==> config.mk <==
export PLATFORM = sky130hd
export DESIGN_NAME = dsp_instruction_decoder
export DESIGN_NICKNAME = d
export VERILOG_FILES = /design/src/verilog/dsp_decoder_pkg.sv /design/src/verilog/aux_unit.sv /design/src/verilog/dsp_instruction_decoder.sv
export SDC_FILE = /design/constraint.sdc
export NUM_CORES = 1
export LEC_CHECK = 0
export ABC_CLOCK_PERIOD_IN_PS = 10570
export BUFFER_PORTS_ARGS = -buffer_cell sky130_fd_sc_hd__buf_2
export CORE_MARGIN = 3
export CORE_UTILIZATION = 50
export CTS_BUF_LIST = sky130_fd_sc_hd__clkbuf_8 sky130_fd_sc_hd__clkbuf_16
export DETAILED_ROUTE_END_ITERATION = 8
export HOLD_SLACK_MARGIN = 0.12
export PLACE_DENSITY = 0.8
export SETUP_SLACK_MARGIN = 0.4
export SYNTH_ARGS = -nofsm -noshare
export SYNTH_HDL_FRONTEND = slang
export SYNTH_SLANG_ARGS = --single-unit
==> constraint.sdc <==
create_clock -name clock -period 10.57 [get_ports clock]
set_input_delay 2.114 -clock clock [delete_from_list [all_inputs] [get_ports clock]]
set_output_delay 2.114 -clock clock [all_outputs]
set_load 0.01 [all_outputs]
==> src/verilog/dsp_decoder_pkg.sv <==
// Package holding encodings, fields and cycle counts for the decoder
package dsp_decoder_pkg;

    // Instruction word fields
    localparam int WORD_W = 16;
    localparam int OPC_HI = 15;
    localparam int OPC_LO = 8;
    localparam int MODE_BIT = 7;
    localparam int INC_BIT = 5;
    localparam int DEC_BIT = 4;
    localparam int KEEP_PTR_BIT = 3;
    localparam int PTR_BIT = 0;
    localparam int DMA_HI = 6;
    localparam int DATA_ADDR_W = 8;
    localparam int AUX_W = 16;
    localparam int PORT_LO = 8;
    localparam int PORT_W = 3;
    localparam int SHIFT4_LO = 8;
    localparam int SHIFT3_LO = 8;
    localparam int PICK_BIT = 8;
    localparam int K13_W = 13;
    localparam int K8_W = 8;

    // Cycle counts per class
    localparam logic [1:0] CYC_ONE = 2'h1;
    localparam logic [1:0] CYC_TWO = 2'h2;
    localparam logic [1:0] CYC_THREE = 2'h3;

    // Reset values
    localparam logic [AUX_W-1:0] AUX_RESET = 16'h0000;
    localparam logic [WORD_W-1:0] WORD_ZERO = 16'h0000;

    // Instruction classes produced by the decoder
    typedef enum logic [4:0] {
        OP_NOP = 5'b00000,
        OP_ADD_SHIFT = 5'b00001,
        OP_SUB_SHIFT = 5'b00010,
        OP_LOAD_SHIFT = 5'b00011,
        OP_PLUS_UNEXT = 5'b00100,
        OP_CLEAR_LOAD_HI = 5'b00101,
        OP_UPPER_STORE = 5'b00110,
        OP_AUX_LOAD_DIR = 5'b00111,
        OP_AUX_LOAD_IMM = 5'b01000,
        OP_AUX_STORE = 5'b01001,
        OP_PTR_LOAD_IMM = 5'b01010,
        OP_PORT_IN = 5'b01011,
        OP_PORT_OUT = 5'b01100,
        OP_TABLE_READ = 5'b01101,
        OP_TABLE_WRITE = 5'b01110,
        OP_DATA_SHIFT = 5'b01111,
        OP_T_LOAD_MOVE = 5'b10000,
        OP_IMM_MULTIPLY = 5'b10001,
        OP_CALL_ACC = 5'b10010,
        OP_POP_PC = 5'b10011,
        OP_PUSH_ACC = 5'b10100,
        OP_POP_ACC = 5'b10101,
        OP_JUMP_ACC = 5'b10110,
        OP_LOOP_AUX = 5'b10111,
        OP_OTHER_MEM = 5'b11000
    } op_class_t;

    // Accumulator branch conditions
    typedef enum logic [2:0] {
        COND_ZERO = 3'b000,
        COND_NONZERO = 3'b001,
        COND_POS = 3'b010,
        COND_NONNEG = 3'b011,
        COND_NEG = 3'b100,
        COND_NONPOS = 3'b101
    } jump_cond_t;

    // Decoded command sent to the datapath
    typedef struct packed {
        op_class_t opClass;
        logic [1:0] cycles;
        logic [DATA_ADDR_W-1:0] dataAddr;
        logic usesMemory;
        logic [3:0] loadShift;
        logic [2:0] storeShift;
        logic [PORT_W-1:0] ioChannel;
        logic auxPick;
        logic [K13_W-1:0] immediate;
        jump_cond_t cond;
        logic [WORD_W-1:0] target;
        logic takeJump;
    } decoded_t;

    // Opcode patterns of the bits above the operand fields
    localparam logic [7:0] PAT_LOAD_SHIFT_HI = 8'h20;
    localparam logic [3:0] PAT_ADD_HI = 4'h0;
    localparam logic [3:0] PAT_SUB_HI = 4'h1;
    localparam logic [3:0] PAT_LOAD_HI = 4'h2;
    localparam logic [7:0] PAT_PLUS_UNEXT = 8'h61;
    localparam logic [7:0] PAT_CLEAR_LOAD_HI = 8'h65;
    localparam logic [4:0] PAT_UPPER_STORE = 5'h0b;
    localparam logic [6:0] PAT_AUX_LOAD_DIR = 7'h1c;
    localparam logic [6:0] PAT_AUX_LOAD_IMM = 7'h38;
    localparam logic [6:0] PAT_AUX_STORE = 7'h18;
    localparam logic [14:0] PAT_PTR_LOAD = 15'h3440;
    localparam logic [4:0] PAT_PORT_IN = 5'h08;
    localparam logic [4:0] PAT_PORT_OUT = 5'h09;
    localparam logic [7:0] PAT_TABLE_READ = 8'h67;
    localparam logic [7:0] PAT_TABLE_WRITE = 8'h7d;
    localparam logic [7:0] PAT_DATA_SHIFT = 8'h69;
    localparam logic [7:0] PAT_T_LOAD_MOVE = 8'h6b;
    localparam logic [2:0] PAT_IMM_MULTIPLY = 3'h4;
    localparam logic [15:0] PAT_CALL_ACC = 16'h7f8c;
    localparam logic [15:0] PAT_POP_PC = 16'h7f8d;
    localparam logic [15:0] PAT_PUSH_ACC = 16'h7f9c;
    localparam logic [15:0] PAT_POP_ACC = 16'h7f9d;
    localparam logic [15:0] PAT_LOOP_AUX = 16'hf400;
    localparam logic [15:0] PAT_JZ = 16'hff00;
    localparam logic [15:0] PAT_JNZ = 16'hfe00;
    localparam logic [15:0] PAT_JPOS = 16'hfc00;
    localparam logic [15:0] PAT_JNNEG = 16'hfd00;
    localparam logic [15:0] PAT_JNEG = 16'hfa00;
    localparam logic [15:0] PAT_JNPOS = 16'hfb00;
    localparam logic [7:0] PAT_OTHER_MEM_HI = 8'h60;

endpackage

==> src/verilog/aux_unit.sv <==
// Auxiliary register pair with pointer and post-modify arithmetic
`timescale 1ns/1ps
module aux_unit
    import dsp_decoder_pkg::*;
(
    // Clock and reset
    input wire logic clock,
    input wire logic rst,
    // Update controls from the decoder
    input wire logic step,
    input wire logic indirect,
    input wire logic [WORD_W-1:0] word,
    input wire logic loadEn,
    input wire logic loadPick,
    input wire logic [AUX_W-1:0] loadValue,
    input wire logic ptrLoadEn,
    input wire logic ptrLoadValue,
    // State seen by the decoder
    output logic [AUX_W-1:0] aux0,
    output logic [AUX_W-1:0] aux1,
    output logic auxPointer
);

    // Post-modify value: increment wins if both bits are set
    function automatic logic [AUX_W-1:0] modify(
        input logic [AUX_W-1:0] value,
        input logic [WORD_W-1:0] w
    );
        if (w[INC_BIT]) begin
            modify = value + 16'h0001; // see (RULE1)
        end else if (w[DEC_BIT]) begin
            modify = value - 16'h0001; // see (RULE2)
        end else begin
            modify = value; // see (RULE3)
        end
    endfunction

    // Register 0: explicit loads take priority over post-modify
    always_ff @(posedge clock or posedge rst) begin
        if (rst) begin
            aux0 <= AUX_RESET;
        end else if (step && loadEn && !loadPick) begin
            aux0 <= loadValue; // see (RULE8)
        end else if (step && indirect && !auxPointer) begin
            aux0 <= modify(aux0, word); // see (RULE1) (RULE2) (RULE3)
        end
    end

    // Register 1: same scheme
    always_ff @(posedge clock or posedge rst) begin
        if (rst) begin
            aux1 <= AUX_RESET;
        end else if (step && loadEn && loadPick) begin
            aux1 <= loadValue; // see (RULE8)
        end else if (step && indirect && auxPointer) begin
            aux1 <= modify(aux1, word); // see (RULE1) (RULE2) (RULE3)
        end
    end

    // Pointer: immediate load, or bit 0 when bit 3 is clear
    always_ff @(posedge clock or posedge rst) begin
        if (rst) begin
            auxPointer <= 1'b0;
        end else if (step && ptrLoadEn) begin
            auxPointer <= ptrLoadValue; // see (RULE22)
        end else if (step && indirect && !word[KEEP_PTR_BIT]) begin
            auxPointer <= word[PTR_BIT]; // see (RULE25)
        end
    end

endmodule // aux_unit

==> src/verilog/dsp_instruction_decoder.sv <==
// Instruction decoder and sequencer for the fixed-point signal processor
`timescale 1ns/1ps
// How it works
// (RULE1) Bit 5 increments selected aux register
// (RULE2) Bit 4 decrements selected aux register
// (RULE3) Neither bit: aux registers unchanged
// (RULE4) Program keeps bits 6, 2, 1 zero
// (RULE5) Every memory instruction accepts indirect addressing
// (RULE6) Immediates take operand from instruction word
// (RULE7) Port instructions: 3-bit channel, two cycles
// (RULE8) Pick bit chooses aux register
// (RULE9) Upper store: 3-bit shift, one cycle
// (RULE10) Shifted add/sub/load: 4-bit shift, one cycle
// (RULE11) Plus unextended: no sign extension, one cycle
// (RULE12) Clear then load upper, one cycle
// (RULE13) Accumulator branches: two words, two cycles
// (RULE14) Loop branch if aux nonzero, two cycles
// (RULE15) Call via accumulator: one word, two cycles
// (RULE16) Pop to pc: one word, two cycles
// (RULE17) Push and pop accumulator: two cycles
// (RULE18) Table read/write: three cycles, one word
// (RULE19) Data shift copies to next address
// (RULE20) T load move: load, accumulate, copy
// (RULE21) Immediate multiply uses word constant
// (RULE22) Pointer immediate load from low bit
// (RULE23) Bit 7 clear: page joined with bits 6-0
// (RULE24) Indirect: address is low aux byte
// (RULE25) Bit 3 clear loads bit 0 into pointer
// (RULE26) Unknown opcode: one-cycle no-operation
module dsp_instruction_decoder
    import dsp_decoder_pkg::*;
(
    // Clock and reset
    input wire logic clock,
    input wire logic rst,
    // Program memory fetch path
    input wire logic wordValid,
    input wire logic [WORD_W-1:0] wordIn,
    output logic wordTaken_q,
    // Datapath state the decoder reads
    input wire logic dataPage,
    input wire logic [31:0] accumulator,
    // Decoded command to the datapath
    output decoded_t command_q,
    output logic commandValid_q,
    // Auxiliary state and busy flag shown outward
    output logic [AUX_W-1:0] aux0Out_q,
    output logic [AUX_W-1:0] aux1Out_q,
    output logic auxPointerOut_q,
    output logic busy_q
);

    // Sequencer states
    typedef enum logic [1:0] {
        ST_FETCH = 2'b00,
        ST_SECOND = 2'b01,
        ST_EXEC = 2'b10
    } seq_state_t;

    seq_state_t state_q;
    logic [WORD_W-1:0] firstWord_q; // Opcode word held for two-word forms
    logic [1:0] waitCount_q; // Remaining execution cycles
    decoded_t dec; // Combinational decode of the incoming word
    logic needsSecond; // Decoded form has a second word
    logic indirect; // Word uses indirect addressing
    logic step; // Architectural update this cycle
    logic [AUX_W-1:0] aux0;
    logic [AUX_W-1:0] aux1;
    logic auxPointer;
    logic auxLoadEn;
    logic ptrLoadEn;

    // Memory operand address: direct or indirect
    function automatic logic [DATA_ADDR_W-1:0] operand_addr(
        input logic [WORD_W-1:0] w,
        input logic page,
        input logic [AUX_W-1:0] auxSel
    );
        if (w[MODE_BIT]) begin
            operand_addr = auxSel[DATA_ADDR_W-1:0]; // see (RULE24) (RULE5)
        end else begin
            operand_addr = {page, w[DMA_HI:0]}; // see (RULE23)
        end
    endfunction

    // Accumulator condition test
    function automatic logic cond_true(
        input jump_cond_t c,
        input logic [31:0] acc
    );
        logic zero;
        logic neg;
        zero = (acc == 32'h0000_0000);
        neg = acc[31];
        unique case (c)
            COND_ZERO: cond_true = zero;
            COND_NONZERO: cond_true = !zero;
            COND_POS: cond_true = !zero && !neg;
            COND_NONNEG: cond_true = !neg;
            COND_NEG: cond_true = neg;
            COND_NONPOS: cond_true = zero || neg;
            default: cond_true = 1'b0;
        endcase
    endfunction

    // Classify the word in front of the decoder
    always_comb begin
        logic [WORD_W-1:0] w;
        w = wordIn;
        dec = '0;
        dec.opClass = OP_NOP; // see (RULE26)
        dec.cycles = CYC_ONE;
        dec.cond = COND_ZERO;
        dec.dataAddr = operand_addr(w, dataPage, auxPointer ? aux1 : aux0);
        dec.loadShift = w[SHIFT4_LO +: 4];
        dec.storeShift = w[SHIFT3_LO +: 3];
        dec.ioChannel = w[PORT_LO +: PORT_W];
        dec.auxPick = w[PICK_BIT];
        needsSecond = 1'b0;
        if (w[15:13] == PAT_IMM_MULTIPLY) begin
            dec.opClass = OP_IMM_MULTIPLY; // see (RULE21) (RULE6)
            dec.immediate = w[K13_W-1:0];
        end else if (w[15:12] == PAT_ADD_HI) begin
            dec.opClass = OP_ADD_SHIFT; // see (RULE10)
        end else if (w[15:12] == PAT_SUB_HI) begin
            dec.opClass = OP_SUB_SHIFT; // see (RULE10)
        end else if (w[15:12] == PAT_LOAD_HI) begin
            dec.opClass = OP_LOAD_SHIFT; // see (RULE10)
        end else if (w[15:11] == PAT_UPPER_STORE) begin
            dec.opClass = OP_UPPER_STORE; // see (RULE9)
        end else if (w[15:11] == PAT_PORT_IN) begin
            dec.opClass = OP_PORT_IN; // see (RULE7)
            dec.cycles = CYC_TWO;
        end else if (w[15:11] == PAT_PORT_OUT) begin
            dec.opClass = OP_PORT_OUT; // see (RULE7)
            dec.cycles = CYC_TWO;
        end else if (w[15:9] == PAT_AUX_LOAD_DIR) begin
            dec.opClass = OP_AUX_LOAD_DIR; // see (RULE8)
        end else if (w[15:9] == PAT_AUX_STORE) begin
            dec.opClass = OP_AUX_STORE; // see (RULE8)
        end else if (w[15:9] == PAT_AUX_LOAD_IMM) begin
            dec.opClass = OP_AUX_LOAD_IMM; // see (RULE8) (RULE6)
            dec.immediate = {5'h00, w[K8_W-1:0]};
        end else if (w[15:1] == PAT_PTR_LOAD) begin
            dec.opClass = OP_PTR_LOAD_IMM; // see (RULE22)
            dec.immediate = {12'h000, w[0]};
        end else if (w[15:8] == PAT_PLUS_UNEXT) begin
            dec.opClass = OP_PLUS_UNEXT; // see (RULE11)
        end else if (w[15:8] == PAT_CLEAR_LOAD_HI) begin
            dec.opClass = OP_CLEAR_LOAD_HI; // see (RULE12)
        end else if (w[15:8] == PAT_TABLE_READ) begin
            dec.opClass = OP_TABLE_READ; // see (RULE18)
            dec.cycles = CYC_THREE;
        end else if (w[15:8] == PAT_TABLE_WRITE) begin
            dec.opClass = OP_TABLE_WRITE; // see (RULE18)
            dec.cycles = CYC_THREE;
        end else if (w[15:8] == PAT_DATA_SHIFT) begin
            dec.opClass = OP_DATA_SHIFT; // see (RULE19)
        end else if (w[15:8] == PAT_T_LOAD_MOVE) begin
            dec.opClass = OP_T_LOAD_MOVE; // see (RULE20)
        end else if (w == PAT_CALL_ACC) begin
            dec.opClass = OP_CALL_ACC; // see (RULE15)
            dec.cycles = CYC_TWO;
            dec.target = accumulator[WORD_W-1:0];
            dec.takeJump = 1'b1;
        end else if (w == PAT_POP_PC) begin
            dec.opClass = OP_POP_PC; // see (RULE16)
            dec.cycles = CYC_TWO;
            dec.takeJump = 1'b1;
        end else if (w == PAT_PUSH_ACC || w == PAT_POP_ACC) begin
            dec.opClass = (w == PAT_PUSH_ACC) ? OP_PUSH_ACC : OP_POP_ACC;
            dec.cycles = CYC_TWO; // see (RULE17)
        end else if (w == PAT_LOOP_AUX) begin
            dec.opClass = OP_LOOP_AUX; // see (RULE14)
            dec.cycles = CYC_TWO;
            needsSecond = 1'b1;
        end else if (w == PAT_JZ || w == PAT_JNZ || w == PAT_JPOS ||
                     w == PAT_JNNEG || w == PAT_JNEG || w == PAT_JNPOS) begin
            dec.opClass = OP_JUMP_ACC; // see (RULE13)
            dec.cycles = CYC_TWO;
            needsSecond = 1'b1;
            unique case (w)
                PAT_JZ: dec.cond = COND_ZERO;
                PAT_JNZ: dec.cond = COND_NONZERO;
                PAT_JPOS: dec.cond = COND_POS;
                PAT_JNNEG: dec.cond = COND_NONNEG;
                PAT_JNEG: dec.cond = COND_NEG;
                PAT_JNPOS: dec.cond = COND_NONPOS;
            endcase
        end else if (w[15:12] == PAT_OTHER_MEM_HI[7:4] &&
                     w[15:8] != PAT_OTHER_MEM_HI) begin
            dec.opClass = OP_OTHER_MEM; // see (RULE5)
        end
        // All but no-op, immediate and control classes use data memory
        dec.usesMemory = !(dec.opClass inside {OP_NOP, OP_IMM_MULTIPLY,
            OP_AUX_LOAD_IMM, OP_PTR_LOAD_IMM, OP_CALL_ACC, OP_POP_PC,
            OP_PUSH_ACC, OP_POP_ACC, OP_LOOP_AUX,
            OP_JUMP_ACC}); // see (RULE5)
    end

    // Indirect only matters for memory-operand words
    assign indirect = dec.usesMemory && wordIn[MODE_BIT]; // see (RULE5)
    assign step = (state_q == ST_FETCH) && wordValid;
    assign auxLoadEn = dec.opClass == OP_AUX_LOAD_IMM;
    assign ptrLoadEn = dec.opClass == OP_PTR_LOAD_IMM;

    // Auxiliary arithmetic; only immediate loads are applied here because
    // direct loads need the memory value the datapath returns later
    aux_unit auxRegs (
        .clock(clock),
        .rst(rst),
        .step(step && !needsSecond),
        .indirect(indirect),
        .word(wordIn),
        .loadEn(auxLoadEn),
        .loadPick(wordIn[PICK_BIT]),
        .loadValue({8'h00, wordIn[K8_W-1:0]}),
        .ptrLoadEn(ptrLoadEn),
        .ptrLoadValue(wordIn[PTR_BIT]),
        .aux0(aux0),
        .aux1(aux1),
        .auxPointer(auxPointer)
    );

    // Sequencer: fetch, then either take a second word or wait out the cycle count
    always_ff @(posedge clock or posedge rst) begin
        if (rst) begin
            state_q <= ST_FETCH;
            waitCount_q <= 2'h0;
            firstWord_q <= WORD_ZERO;
        end else begin
            unique case (state_q)
                ST_FETCH: begin
                    if (wordValid && needsSecond) begin
                        state_q <= ST_SECOND; // see (RULE13) (RULE14)
                        firstWord_q <= wordIn;
                    end else if (wordValid && dec.cycles != CYC_ONE) begin
                        state_q <= ST_EXEC; // see (RULE7) (RULE18)
                        waitCount_q <= dec.cycles - CYC_ONE;
                    end
                end
                ST_SECOND: begin
                    if (wordValid) begin
                        state_q <= ST_FETCH; // see (RULE13) (RULE14)
                    end
                end
                ST_EXEC: begin
                    if (waitCount_q <= CYC_ONE) begin
                        state_q <= ST_FETCH;
                        waitCount_q <= 2'h0;
                    end else begin
                        waitCount_q <= waitCount_q - CYC_ONE;
                    end
                end
            endcase
        end
    end

    // Command issue: one pulse per instruction, at its last word
    always_ff @(posedge clock or posedge rst) begin
        if (rst) begin
            command_q <= '0;
            commandValid_q <= 1'b0;
            wordTaken_q <= 1'b0;
        end else begin
            commandValid_q <= 1'b0;
            wordTaken_q <= 1'b0;
            if (step && !needsSecond) begin
                command_q <= dec;
                commandValid_q <= 1'b1;
                wordTaken_q <= 1'b1;
            end else if (step) begin
                wordTaken_q <= 1'b1;
                command_q <= dec;
            end else if (state_q == ST_SECOND && wordValid) begin
                command_q.target <= wordIn; // see (RULE13) (RULE14)
                if (command_q.opClass == OP_LOOP_AUX) begin
                    command_q.takeJump <= (auxPointer ? aux1 : aux0) !=
                        AUX_RESET; // see (RULE14)
                end else begin
                    command_q.takeJump <= cond_true(command_q.cond,
                        accumulator); // see (RULE13)
                end
                commandValid_q <= 1'b1;
                wordTaken_q <= 1'b1;
            end
        end
    end

    // Registered views of auxiliary state and busy flag
    always_ff @(posedge clock or posedge rst) begin
        if (rst) begin
            aux0Out_q <= AUX_RESET;
            aux1Out_q <= AUX_RESET;
            auxPointerOut_q <= 1'b0;
            busy_q <= 1'b0;
        end else begin
            aux0Out_q <= aux0;
            aux1Out_q <= aux1;
            auxPointerOut_q <= auxPointer;
            busy_q <= (state_q != ST_FETCH) || (step && (needsSecond ||
                dec.cycles != CYC_ONE));
        end
    end

endmodule // dsp_instruction_decoder

# Word level (Yosys, flattened, before mapping)
# Index checks and enable logic that the tools add are counted.
# op_classes
addsub	6
n_lt_le_gt_ge	1
eq_ne	52
muxes	121
n_reduce_logical	53
# ops
cell	n
$mux W28	8
$mux W20	9
$mux W16	10
$eq A16 B16 Y1 const B	7
$mux W5	15
$eq A16 B15 Y1 const B	4
$mux W60	1
$mux W7	8
$eq A8 B7 Y1 const B	6
$mux W43	1
$mux W2	21
$eq A5 B5 Y1 const B	8
$mux W1	34
$mux W17	2
$add A16 B1 Y16 const B	2
$logic_not A32 Y1	1
$sub A16 B1 Y16 const B	2
$eq A5 B4 Y1 const B	5
$pmux W3 S6	1
$logic_and A1 B1 Y1	17
$mux W8	2
$reduce_bool A16 Y1	1
$eq A15 B14 Y1 const B	1
$mux W3	5
31 further kinds	62
# word_totals
reg_bits	133
in_bits	52
output_inout_bits	96

# Depth between registers and ports, before layout
# Gate-level depths: netlist of run 1.
# logic_depth
word_depth	36
depth_mapped	13
depth_no_buf	12

# Hierarchy
# A second synthesis of run 1 with hierarchy kept.
# hier_totals
hier_cells	804
hier_area_um2	7269.5
# modules_own_cells
module	instances	cells_per_inst	area_per_inst_um2	seq_area_each_um2
dsp_instruction_decoder	1	449	4424.2	2327.2
aux_unit	1	355	2845.2	825.8

# Least setup slack after synthesis of run 1
# No wires, ideal clock.
# synth_timing
path_kind	input -> register
startpoint	input port wordIn[5]
endpoint	register auxRegs.aux0[15]
arrival_ns	5.348
setup_slack_ns	5.101
cell_stages	11
n_path_buf	1
cell_sequence	buf_2 > inv_1 > ha_1 > and3_1 > a221o_1 > o41ai_1 > nor3_1 > o31a_1 > xnor2_1 > mux2_4 > a22o_1
# synth_via
elab_chain_cells	36
# synth_lines
item	line	rtl
start, declared	dsp_instruction_decoder.sv:38	input wire logic [WORD_W-1:0] wordIn,
$eq A16 B16 Y1	dsp_instruction_decoder.sv:177	end else if (w == PAT_JZ || w == PAT_JNZ || w == PAT_JPOS ||
$logic_or A1 B1 Y1 (3 in series)	dsp_instruction_decoder.sv:177	
$logic_or A1 B1 Y1 (2 in series)	dsp_instruction_decoder.sv:178	w == PAT_JNNEG || w == PAT_JNEG || w == PAT_JNPOS) begin
$mux W5	dsp_instruction_decoder.sv:177	
$mux W7	dsp_instruction_decoder.sv:173	end else if (w == PAT_LOOP_AUX) begin
$mux W7	dsp_instruction_decoder.sv:170	end else if (w == PAT_PUSH_ACC || w == PAT_POP_ACC) begin
$mux W7	dsp_instruction_decoder.sv:166	end else if (w == PAT_POP_PC) begin
$mux W7	dsp_instruction_decoder.sv:161	end else if (w == PAT_CALL_ACC) begin
[16 not listed]	--	
$mux W5	dsp_instruction_decoder.sv:120	if (w[15:13] == PAT_IMM_MULTIPLY) begin
$eq A5 B5 Y1 (tied with other cells)	dsp_instruction_decoder.sv:195	dec.usesMemory = !(dec.opClass inside {OP_NOP, OP_IMM_MULTIPLY,
$reduce_bool A10 Y1	dsp_instruction_decoder.sv:195	
$logic_not A1 Y1	dsp_instruction_decoder.sv:195	
$logic_and A1 B1 Y1	dsp_instruction_decoder.sv:202	assign indirect = dec.usesMemory && wordIn[MODE_BIT];
$logic_and A1 B1 Y1 (2 in series)	aux_unit.sv:44	end else if (step && indirect && !auxPointer) begin
$reduce_bool A2 Y1 (no line)	--	
$reduce_and A2 Y1 (no line)	--	
end signal, assigned	aux_unit.sv:43	aux0 <= loadValue;
end signal, assigned	aux_unit.sv:45	aux0 <= modify(aux0, word);
end, declared	aux_unit.sv:19	output logic [AUX_W-1:0] aux0,
# Several ways; a longest one is shown, not always the timed one. The select of a mux whose other input is x is not followed.
# A chain may end at the register's enable or synchronous reset.

# Worst setup path after layout of run 1
# layout_timing
startpoint	input port wordIn[13]
endpoint	register auxRegs.aux0[15]
# Same word-level chain as after synthesis.

==> results of run 1 <==
-- registers in the layout, summed over array words and instances (netlist names) --
register            cells
auxRegs.aux1           16
state_q                 2
commandValid_q          1
auxPointerOut_q         1
auxRegs.auxPointer      1
aux1Out_q              16
auxRegs.aux0           16
busy_q                  1
aux0Out_q              16
waitCount_q             2
wordTaken_q             1
command_q              53
-- through the flow --
step / hold slack [ns] / std cells / setup slack (ns)
5_1_grt: 0.449 / 1072 / 5.01
3_3_place_gp: 0.410 / 1041 / 5.04
2_1_floorplan: 0.352 / 757 / 5.10
3_5_place_dp: 0.421 / 1041 / 4.91
4_1_cts: 0.433 / 1072 / 5.34
6_report: 0.426 / 1072 / 5.23
-- layout by cell type (no fill, tap or decap), types with 12 or more instances in the layout --
master     netlist  final
a21o_1          12     12
a21oi_1         42     42
a22oi_1         17     17
buf_2            4    147
clkbuf_16        0     17
dfrtp_1        126    126
ha_1            32     32
inv_1           21     21
mux2i_1         19     19
nand2_1        135    135
nand4_1         12     12
nor2_1          46     46
nor3_1          20     20
nor4_1          13     13
o21ai_0         42     42
xnor2_1         24     24
-- final cells by class --
cell class                 count  area [µm²]  share of cell area
inverter                      22        85.1              0.0101
timing repair buffer         154         788              0.0932
tap                          176         220              0.0260
clock buffer                  17         425              0.0503
multi-input combinational    563        3590               0.425
sequential                   126        3150               0.373
clock inverter                14         195              0.0231
-- path summary, 6_finish.rpt --
check	start	endpoint	slack, ns	cells past startpoint
min in group asynchronous	rst	command_q[29]	1.79	2
worst min-delay path	auxRegs.aux0[10]	aux0Out_q[10]	0.43	0
worst min register to register	auxRegs.aux0[10]	aux0Out_q[10]	0.43	0
worst max-delay path	wordIn[13]	auxRegs.aux0[15]	5.23	10
worst max register to register	auxRegs.aux1[0]	auxRegs.aux1[14]	7.07	9
max in group asynchronous	rst	command_q[18]	7.37	3
-- cell families (layout without fill, tap and decap cells) --
group,count (synthesis),in the layout,synth area share
and+or+nand+nor,282,282,0.189
AOI/OAI and AO/OA,193,193,0.187
DFF,126,126,0.448
buffers and inverters,68,207,0.0416
adders and majority gates,34,34,0.0626
xor gates and xnor gates,32,32,0.0398
muxes,22,22,0.0323
-- layer usage --
| metal | vias to the layer above | share of wire |
|---|---|---|
| met2 | 250 | 0.45 |
| li1 | 3003 | - |
| met1 | 3024 | 0.46 |
| met3 | 40 | 0.071 |
| met5 | - | 0 |
| met4 | 0 | 0.022 |
-- power by group --
part | leakage (nW) | switching [mW] | internal, mW
combinational | 2.22 | 0.470 | 0.367
sequential | 1.64 | 0.137 | 0.645
clock | 0.297 | 0.219 | 0.393
==> qor.yml, run 1 <==
clock_tree:
  cts_root_buf: "clkbuf_16"
  cts.sinks: 126
  cts_max_level: 4
  cts_resized: 0
  cts_buffers: 17
  cts_tree: "done"
  postCtsHoldBufs: 0
  clockBufferDepth: 2
  path_clk_slew_ns: 0.06
  clk-insertion-delay-late_ns: 0.43
  cts_setup_buffers: 0
synth:
  syn_avg_cell_area_um2: 9.30
  synth-async-reset-ratio: 1.00
  synth_nets: 843
  ys_warn_count: 0
  synth_seq_cells: 126
  syn_inst: 757
  synth.area.top_cells: "dfrtp_1 (45%), nand2_1 (7.2%), ha_1 (5.7%), a21oi_1 (3.0%), o21ai_0 (3.0%)"
  synth_flop_cell: "dfrtp_1"
  yosysMostFrequentCell: "nand2_1"
  ys_seq_area_frac: 0.448
  synth.top_cell.area_share: 0.448
  synth_edf_count: 0
  ys_top_cells_by_count: "nand2_1 (135), dfrtp_1 (126), nor2_1 (46)"
  synth_cell_types: 72
  synth_area_um2: 7040
  yosysTopAreaCell: "dfrtp_1"
timing:
  final_max_slew_viol_count: 0
  grt_setup_unrepaired: "no"
  slew_headroom: 0.198
  fmax_mhz: 187
  clock_skew_ns: 0.00813
  tns_ns: 0
  tightestPinTransition_ns: 1.19
  hold_violations: 0
  post-route-period-util: 0.505
  setup_viol: 0
  post-route-min-period_ns: 5.34
cells_and_area:
  final_layout_size_suffix_gt1_frac: 0.222
  fin_area_um2: 8460
  fin_util: 0.627
  diodes: 0
  fill_cells: 1171
  syn_to_final_growth_pct: 20.2
  fin_nets: 970
global_route:
  use_met3: 0.0639
  grtUsageMet1: 0.357
  gr-max-usage-layer: "met2"
  first_global_vias: 5921
  grt_use_met2: 0.367
  overflow: 0
  grt_use_total: 0.250
  antenna_found_initial: 0
  grt_pass1_wl_um: 31300
  grt_max_degree: 76
worst_setup_path:
  path_cells: "buf_2 -> nor4bb_1 -> and4_1 -> a211oi_1 -> o2111ai_1 -> o311ai_0 -> a2111oi_4 -> buf_4 -> mux2_4 -> a22o_1"
  cp_max_fo: 27
  critPathCaptureType: "register"
  crit_buf_inv: 2
  cp-start-kind: "input port"
  required_ns: 10.88
  crit_slowest_cell: "nor4bb_1"
  cp.arrival_ns: 5.65
  path_delay_family: "compound AO/OA/AOI/OAI gates"
  worstSetupPathType: "input port to register"
  max_stage_delay_ns: 0.80
pwr:
  p_total_mw: 2.23
  p_per_area_nw_per_um2: 264
  ir_drop_mv: 0.146
  power_leakage_nw: 4.16
route:
  vias: 6317
  wl_per_cell_um: 17.8
  drcViolationCount: 0
  viasPerCell: 5.89
  initialDrtViolationCount: 648
  drtPass1Iterations: 7
  wirelength_um: 19100
  ant_nets: 0
floorplan:
  initial_utilization: 0.521
  die_height_um: 125
  rows: 42
  core_um2: 13500
  dieArea_um2: 15500
  boundaryPins: 148
  dieWidth_um: 125
placed_design:
  gp_congestion: 0.929
  placed_area_um2: 7840
  port_buffers: 147
  dpl.hpwl_um: 13600
flow_run:
  max_cap_viol_count: 0
outcome:
  status: "finished, final reports clean"
hold_path:
  hold_path_class: "register to register"
No activity file was read; power rests on OpenSTA's default activity.
==> run 2: changes to the inputs <==
--- a/config.mk
+++ b/config.mk
@@ -5,7 +5,7 @@
 export SDC_FILE = /design/constraint.sdc
 export NUM_CORES = 1
 export LEC_CHECK = 0
-export ABC_CLOCK_PERIOD_IN_PS = 10570
+export ABC_CLOCK_PERIOD_IN_PS = 5300
 export BUFFER_PORTS_ARGS = -buffer_cell sky130_fd_sc_hd__buf_2
 export CORE_MARGIN = 3
 export CORE_UTILIZATION = 50
==> constraint.sdc (replaced) <==
create_clock -name clock -period 5.3 [get_ports clock]
set_input_delay 1.06 -clock clock [delete_from_list [all_inputs] [get_ports clock]]
set_output_delay 1.06 -clock clock [all_outputs]
set_load 0.01 [all_outputs]
==> run 2 against run 1 <==
Compared with the run above:
- core utilization shrank 0.20 points
- critical path depth is the same
- count of clock-buffer cells in the layout grew 1
- clock skew is essentially flat
==> qor.yml, run 2 (same netlist as run 1, synthesis figures left out) <==
pwr:
  ir_drop_mv: 0.254
  power_leakage_nw: 4.16
  p_per_area_nw_per_um2: 515
worst_setup_path:
  required_ns: 5.60
  cp-start-kind: "input port"
  reg2reg_slack_ns: 2.06
  crit-reg2reg-launch: "auxRegs.aux1[0]"
  path_delay_family: "compound AO/OA/AOI/OAI gates"
  cp_max_fo: 27
  crit_slowest_cell: "or4b_1"
  crit_buf_inv: 2
  cp.arrival_ns: 4.49
  critPathCaptureType: "register"
  path_cells: "buf_2 -> or4b_1 -> nor4_1 -> a221oi_1 -> o22ai_1 -> o311ai_0 -> a2111oi_4 -> buf_4 -> mux2_4 -> a22o_1"
  cp-startpoint: "wordIn[5]"
  worstSetupPathType: "input port to register"
  max_stage_delay_ns: 0.57
floorplan:
  dieArea_um2: 15500
  boundaryPins: 148
  core_um2: 13500
  rows: 42
  dieWidth_um: 125
  initial_utilization: 0.521
  die_height_um: 125
timing:
  post-route-period-util: 0.790
  fmax_mhz: 239
  post-route-min-period_ns: 4.19
  final_max_slew_viol_count: 0
  tightestPinTransition_ns: 1.13
  setup_viol: 0
  grt_setup_unrepaired: "no"
  hold_violations: 0
  slew_headroom: 0.235
  clock_skew_ns: 0.00863
  tns_ns: 0
cells_and_area:
  final_common_cell: "buf_2"
  syn_to_final_growth_pct: 19.8
  layout_common_cells: "buf_2 (147), nand2_1 (135), dfrtp_1 (126)"
  final_layout_size_suffix_gt1_frac: 0.225
  diodes: 0
  fin_nets: 974
  largest_reg_flops: 53
  fin_area_um2: 8430
  largest_register: "command_q"
route:
  drcViolationCount: 0
  wirelength_um: 18600
  wl_per_cell_um: 17.3
  drtPass1Iterations: 5
  vias: 6343
  initialDrtViolationCount: 758
  viasPerCell: 5.90
  ant_nets: 0
global_route:
  grt_pass1_wl_um: 30600
  grt_use_total: 0.241
  antenna_found_initial: 0
  grt_max_degree: 65
  first_global_vias: 5988
  overflow: 0
clock_tree:
  cts_setup_buffers: 0
  cts_resized: 0
  cts_buffers: 17
  postCtsHoldBufs: 0
  cts_root_buf: "clkbuf_16"
  clk-insertion-delay-late_ns: 0.42
  cts_tree: "done"
  cts_max_level: 4
  cts.sinks: 126
  path_clk_slew_ns: 0.05
  clockBufferDepth: 2
placed_design:
  dpl.hpwl_um: 13600
  port_buffers: 147
  gp_congestion: 0.981
  placed_area_um2: 7870
hold_path:
  hold_path_class: "register to register"
  hold_path_startpoint: "auxRegs.aux0[15]"
outcome:
  status: "finished, final reports clean"
flow_run:
  max_cap_viol_count: 0
run 2: cell types whose count changed in the layout (fill, tap and decap cells not counted), sizes merged:
cell / previous run / this run
clkbuf: 17 / 18
bufinv: 4 / 2
inv: 23 / 22
clkinv: 6 / 7
buf: 154 / 158
run 2: routing by layer:
metal  vias up  GRT usage  wire (µm)
met5         -          0          0
met4         0     0.0838        312
met3        28     0.0463       1610
met2       316      0.352       8140
met1      2991      0.360       8540
li1       3008          -          -
run 2: per-stage QoR:
step	cells	power (mW)	worst slack, ns	util	hold slack (ns)
floorplan	757	2.71	0.884	-	0.352
global placement	1045	3.20	0.846	0.583	0.420
detailed placement	1045	3.25	0.710	0.583	0.419
CTS	1075	4.36	1.15	0.625	0.431
global route	1075	4.63	0.887	0.625	0.450
finish	1075	4.34	1.11	0.625	0.428
run 2: cell type report:
type	instances	area, µm²
Multi-Input combinational cell	563	3590
Clock inverter	12	124
Sequential cell	126	3150
Fill cell	1151	5070
Timing Repair Buffer	158	818
Tap cell	176	220
Inverter	22	85.1
Clock buffer	18	439
run 2: worst reg2reg max path: cells and delay by family, from the launching register on:
family	cells	cell delay [ns]
AOI/OAI and AO/OA	7	1.85
adders and majority gates	1	0.47
and+or+nand+nor	1	0.32
DFF	1	0.49
run 2: final timing paths:
check,end,depth (start not counted)
worst min-delay path,aux0Out_q[15],0
worst max register to register,auxRegs.aux1[14],9
max in group asynchronous,command_q[16],3
min in group asynchronous,command_q[51],2
worst min register to register,aux0Out_q[15],0
worst max-delay path,auxRegs.aux0[15],10
run 2: power breakdown:
| part | total (mW) | internal (mW) | switching, mW |
|---|---|---|---|
| Combinational | 1.68 | 0.741 | 0.941 |
| Sequential | 1.56 | 1.29 | 0.269 |
| Clock | 1.10 | 0.693 | 0.410 |
==> run 3: changes to the inputs <==
--- a/config.mk
+++ b/config.mk
@@ -5,14 +5,14 @@
 export SDC_FILE = /design/constraint.sdc
 export NUM_CORES = 1
 export LEC_CHECK = 0
-export ABC_CLOCK_PERIOD_IN_PS = 5300
+export ABC_CLOCK_PERIOD_IN_PS = 3800
 export BUFFER_PORTS_ARGS = -buffer_cell sky130_fd_sc_hd__buf_2
 export CORE_MARGIN = 3
 export CORE_UTILIZATION = 50
 export CTS_BUF_LIST = sky130_fd_sc_hd__clkbuf_8 sky130_fd_sc_hd__clkbuf_16
 export DETAILED_ROUTE_END_ITERATION = 8
 export HOLD_SLACK_MARGIN = 0.12
-export PLACE_DENSITY = 0.8
+export PLACE_DENSITY = 0.83
 export SETUP_SLACK_MARGIN = 0.4
 export SYNTH_ARGS = -nofsm -noshare
 export SYNTH_HDL_FRONTEND = slang
==> constraint.sdc (replaced) <==
create_clock -name clock -period 3.8 [get_ports clock]
set_input_delay 0.76 -clock clock [delete_from_list [all_inputs] [get_ports clock]]
set_output_delay 0.76 -clock clock [all_outputs]
set_load 0.01 [all_outputs]
==> run 3 against run 2 <==
Compared with the run above:
- cell area grew 4.9%
- clock power grew 49%
- register-to-register slack lost 1.1 ns
- highest routed layer unchanged
- die area is the same
- total power grew 45%
- final cell count grew 3.5%
- global-route usage grew 1.3 points
- worst hold slack lost 0.0016 ns
- sequential share of layout area shrank 1.7 points
- clock skew shrank 0.0012 ns
- sequential power grew 39%
- combinational power grew 47%
==> qor.yml, run 3 (same netlist as run 1, synthesis figures left out) <==
timing:
  tightestPinTransition_ns: 1.16
  clock_skew_ns: 0.00746
  post-route-min-period_ns: 3.36
  grt_setup_unrepaired: "yes"
  slew_headroom: 0.219
  setup_viol: 0
  final_max_slew_viol_count: 0
  whs_ns: 0.426
  fmax_mhz: 297
  post-route-period-util: 0.885
  hold_violations: 0
clock_tree:
  cts_buffers: 17
  path_clk_slew_ns: 0.06
  cts.sinks: 126
  clockBufferDepth: 2
  cts_max_level: 4
  clk-insertion-delay-late_ns: 0.42
  cts_tree: "done"
  cts_root_buf: "clkbuf_16"
worst_setup_path:
  path_delay_family: "simple AND/OR/NAND/NOR gates"
  worstSetupPathType: "input port to register"
  crit_buf_inv: 3
  required_ns: 4.06
  crit_top_cell: "or4_4"
  crit_slowest_cell: "or4b_4"
  max_stage_delay_ns: 0.55
  cp.arrival_ns: 3.62
  critPathCaptureType: "register"
  path_cells: "buf_2 -> or4b_4 -> or4_4 -> o211ai_2 -> o2111ai_2 -> or4_4 -> a2111oi_4 -> buf_4 -> buf_6 -> mux2i_1 -> o21ai_1"
  cp-start-kind: "input port"
  cp_max_fo: 14
route:
  initialDrtViolationCount: 659
  viasPerCell: 5.94
  wl_per_cell_um: 17.8
  drcViolationCount: 0
  wirelength_um: 19900
  vias: 6610
  drtPass1Iterations: 6
  ant_nets: 0
global_route:
  first_global_vias: 6209
  overflow: 0
  grt_max_degree: 61
  grt_use_total: 0.255
  grt_pass1_wl_um: 32100
  antenna_found_initial: 0
cells_and_area:
  final_common_cell: "buf_2"
  largest_register: "command_q"
  final_layout_size_suffix_gt1_frac: 0.269
  syn_to_final_growth_pct: 25.6
  largest_reg_flops: 53
  fin_nets: 1010
  instances_no_fill: 1113
  layout_common_cells: "buf_2 (147), nand2_1 (135), dfrtp_1 (126)"
  diodes: 0
pwr:
  switchingPower_mw: 2.40
  clkPwrFrac: 0.261
  ir_drop_mv: 0.350
  combPwrFrac: 0.394
  power_leakage_nw: 4.34
  pwr-share-seq: 0.346
  p_per_area_nw_per_um2: 711
  swShare: 0.382
  internal-power_mw: 3.89
floorplan:
  core_um2: 13500
  dieWidth_um: 125
  die_height_um: 125
  rows: 42
  boundaryPins: 148
  dieArea_um2: 15500
  initial_utilization: 0.521
flow_run:
  max_cap_viol_count: 0
hold_path:
  hold_path_class: "register to register"
placed_design:
  gp_congestion: 0.907
  dpl.hpwl_um: 14300
  port_buffers: 147
  dp_cells: 1080
outcome:
  status: "finished, final reports clean"
[run 3: changes by cell type in the layout (fill, tap and decap cells not counted), sizes merged]
cell | before | now
buf | 158 | 194
clkinv | 7 | 2
clkinvlp | 3 | 7
inv | 22 | 25
[run 3: area by class of cell]
| class | count | area [µm²] |
|---|---|---|
| clock buffers | 18 | 439 |
| clock inverters | 14 | 158 |
| fillers | 1108 | 4660 |
| inverters | 22 | 90.1 |
| multi-input cells | 563 | 3670 |
| flip-flops and latches | 126 | 3150 |
| well taps | 176 | 220 |
| repair buffers | 194 | 1120 |
[run 3: repair_timing]
item / CTS / global route
hold buffers: 0 / 0
endpoints found under the hold margin: 0 / 0
setup endpoints to repair: 1 / 5
resized for setup: 3 / 3
buffers inserted: 0 / 1
[run 3: worst paths after layout]
kind                       cells after the start             start         endpoint  slack (ns)
setup reg to reg                               8        state_q[0]  auxRegs.aux0[0]        0.97
max in group asynchronous                      3               rst    command_q[14]        2.43
hold reg to reg                                0  auxRegs.aux0[14]    aux0Out_q[14]        0.43
min in group asynchronous                      2               rst    command_q[29]        0.52
setup / recovery                              11         wordIn[1]  auxRegs.aux0[3]        0.44
hold / removal                                 0  auxRegs.aux0[14]    aux0Out_q[14]        0.43
[run 3: metal layers]
layer,up-vias,wire (µm),track usage
li1,3085,-,-
met1,3191,8770,0.364
met2,307,9050,0.384
met3,27,1720,0.0605
met4,0,308,0.0832
met5,-,0,0
[run 3: worst register-to-register path: cells and delay by family (launching register included)]
family | cells | cell delay [ns]
adders and majority gates | 1 | 0.28
buffers and inverters | 2 | 0.27
DFF | 1 | 0.40
AOI/OAI and AO/OA | 3 | 0.48
and+or+nand+nor | 2 | 1.30
[run 3: power by group through the flow]
stage	logic, mW	registers, mW	clock network [mW]
CTS	2.46	2.17	1.66
global route	2.74	2.24	1.72
detailed placement	2.43	2.19	0
floorplan	1.61	2.21	0
global placement	2.35	2.17	0
finish	2.47	2.17	1.64
[run 3: per-stage QoR]
stage / cell area (µm²) / utilization / TNS (ns) / setup slack (ns) / power, mW
5_1_grt: 8840 / 0.655 / 0 / 0.341 / 6.70
2_1_floorplan: 7110 / - / -0.0363 / -0.0363 / 3.82
3_5_place_dp: 8220 / 0.608 / -0.141 / -0.0844 / 4.62
4_1_cts: 8830 / 0.654 / 0 / 0.435 / 6.29
3_3_place_gp: 8220 / 0.608 / -0.0420 / -0.0385 / 4.52
6_report: 8840 / 0.655 / 0 / 0.436 / 6.29
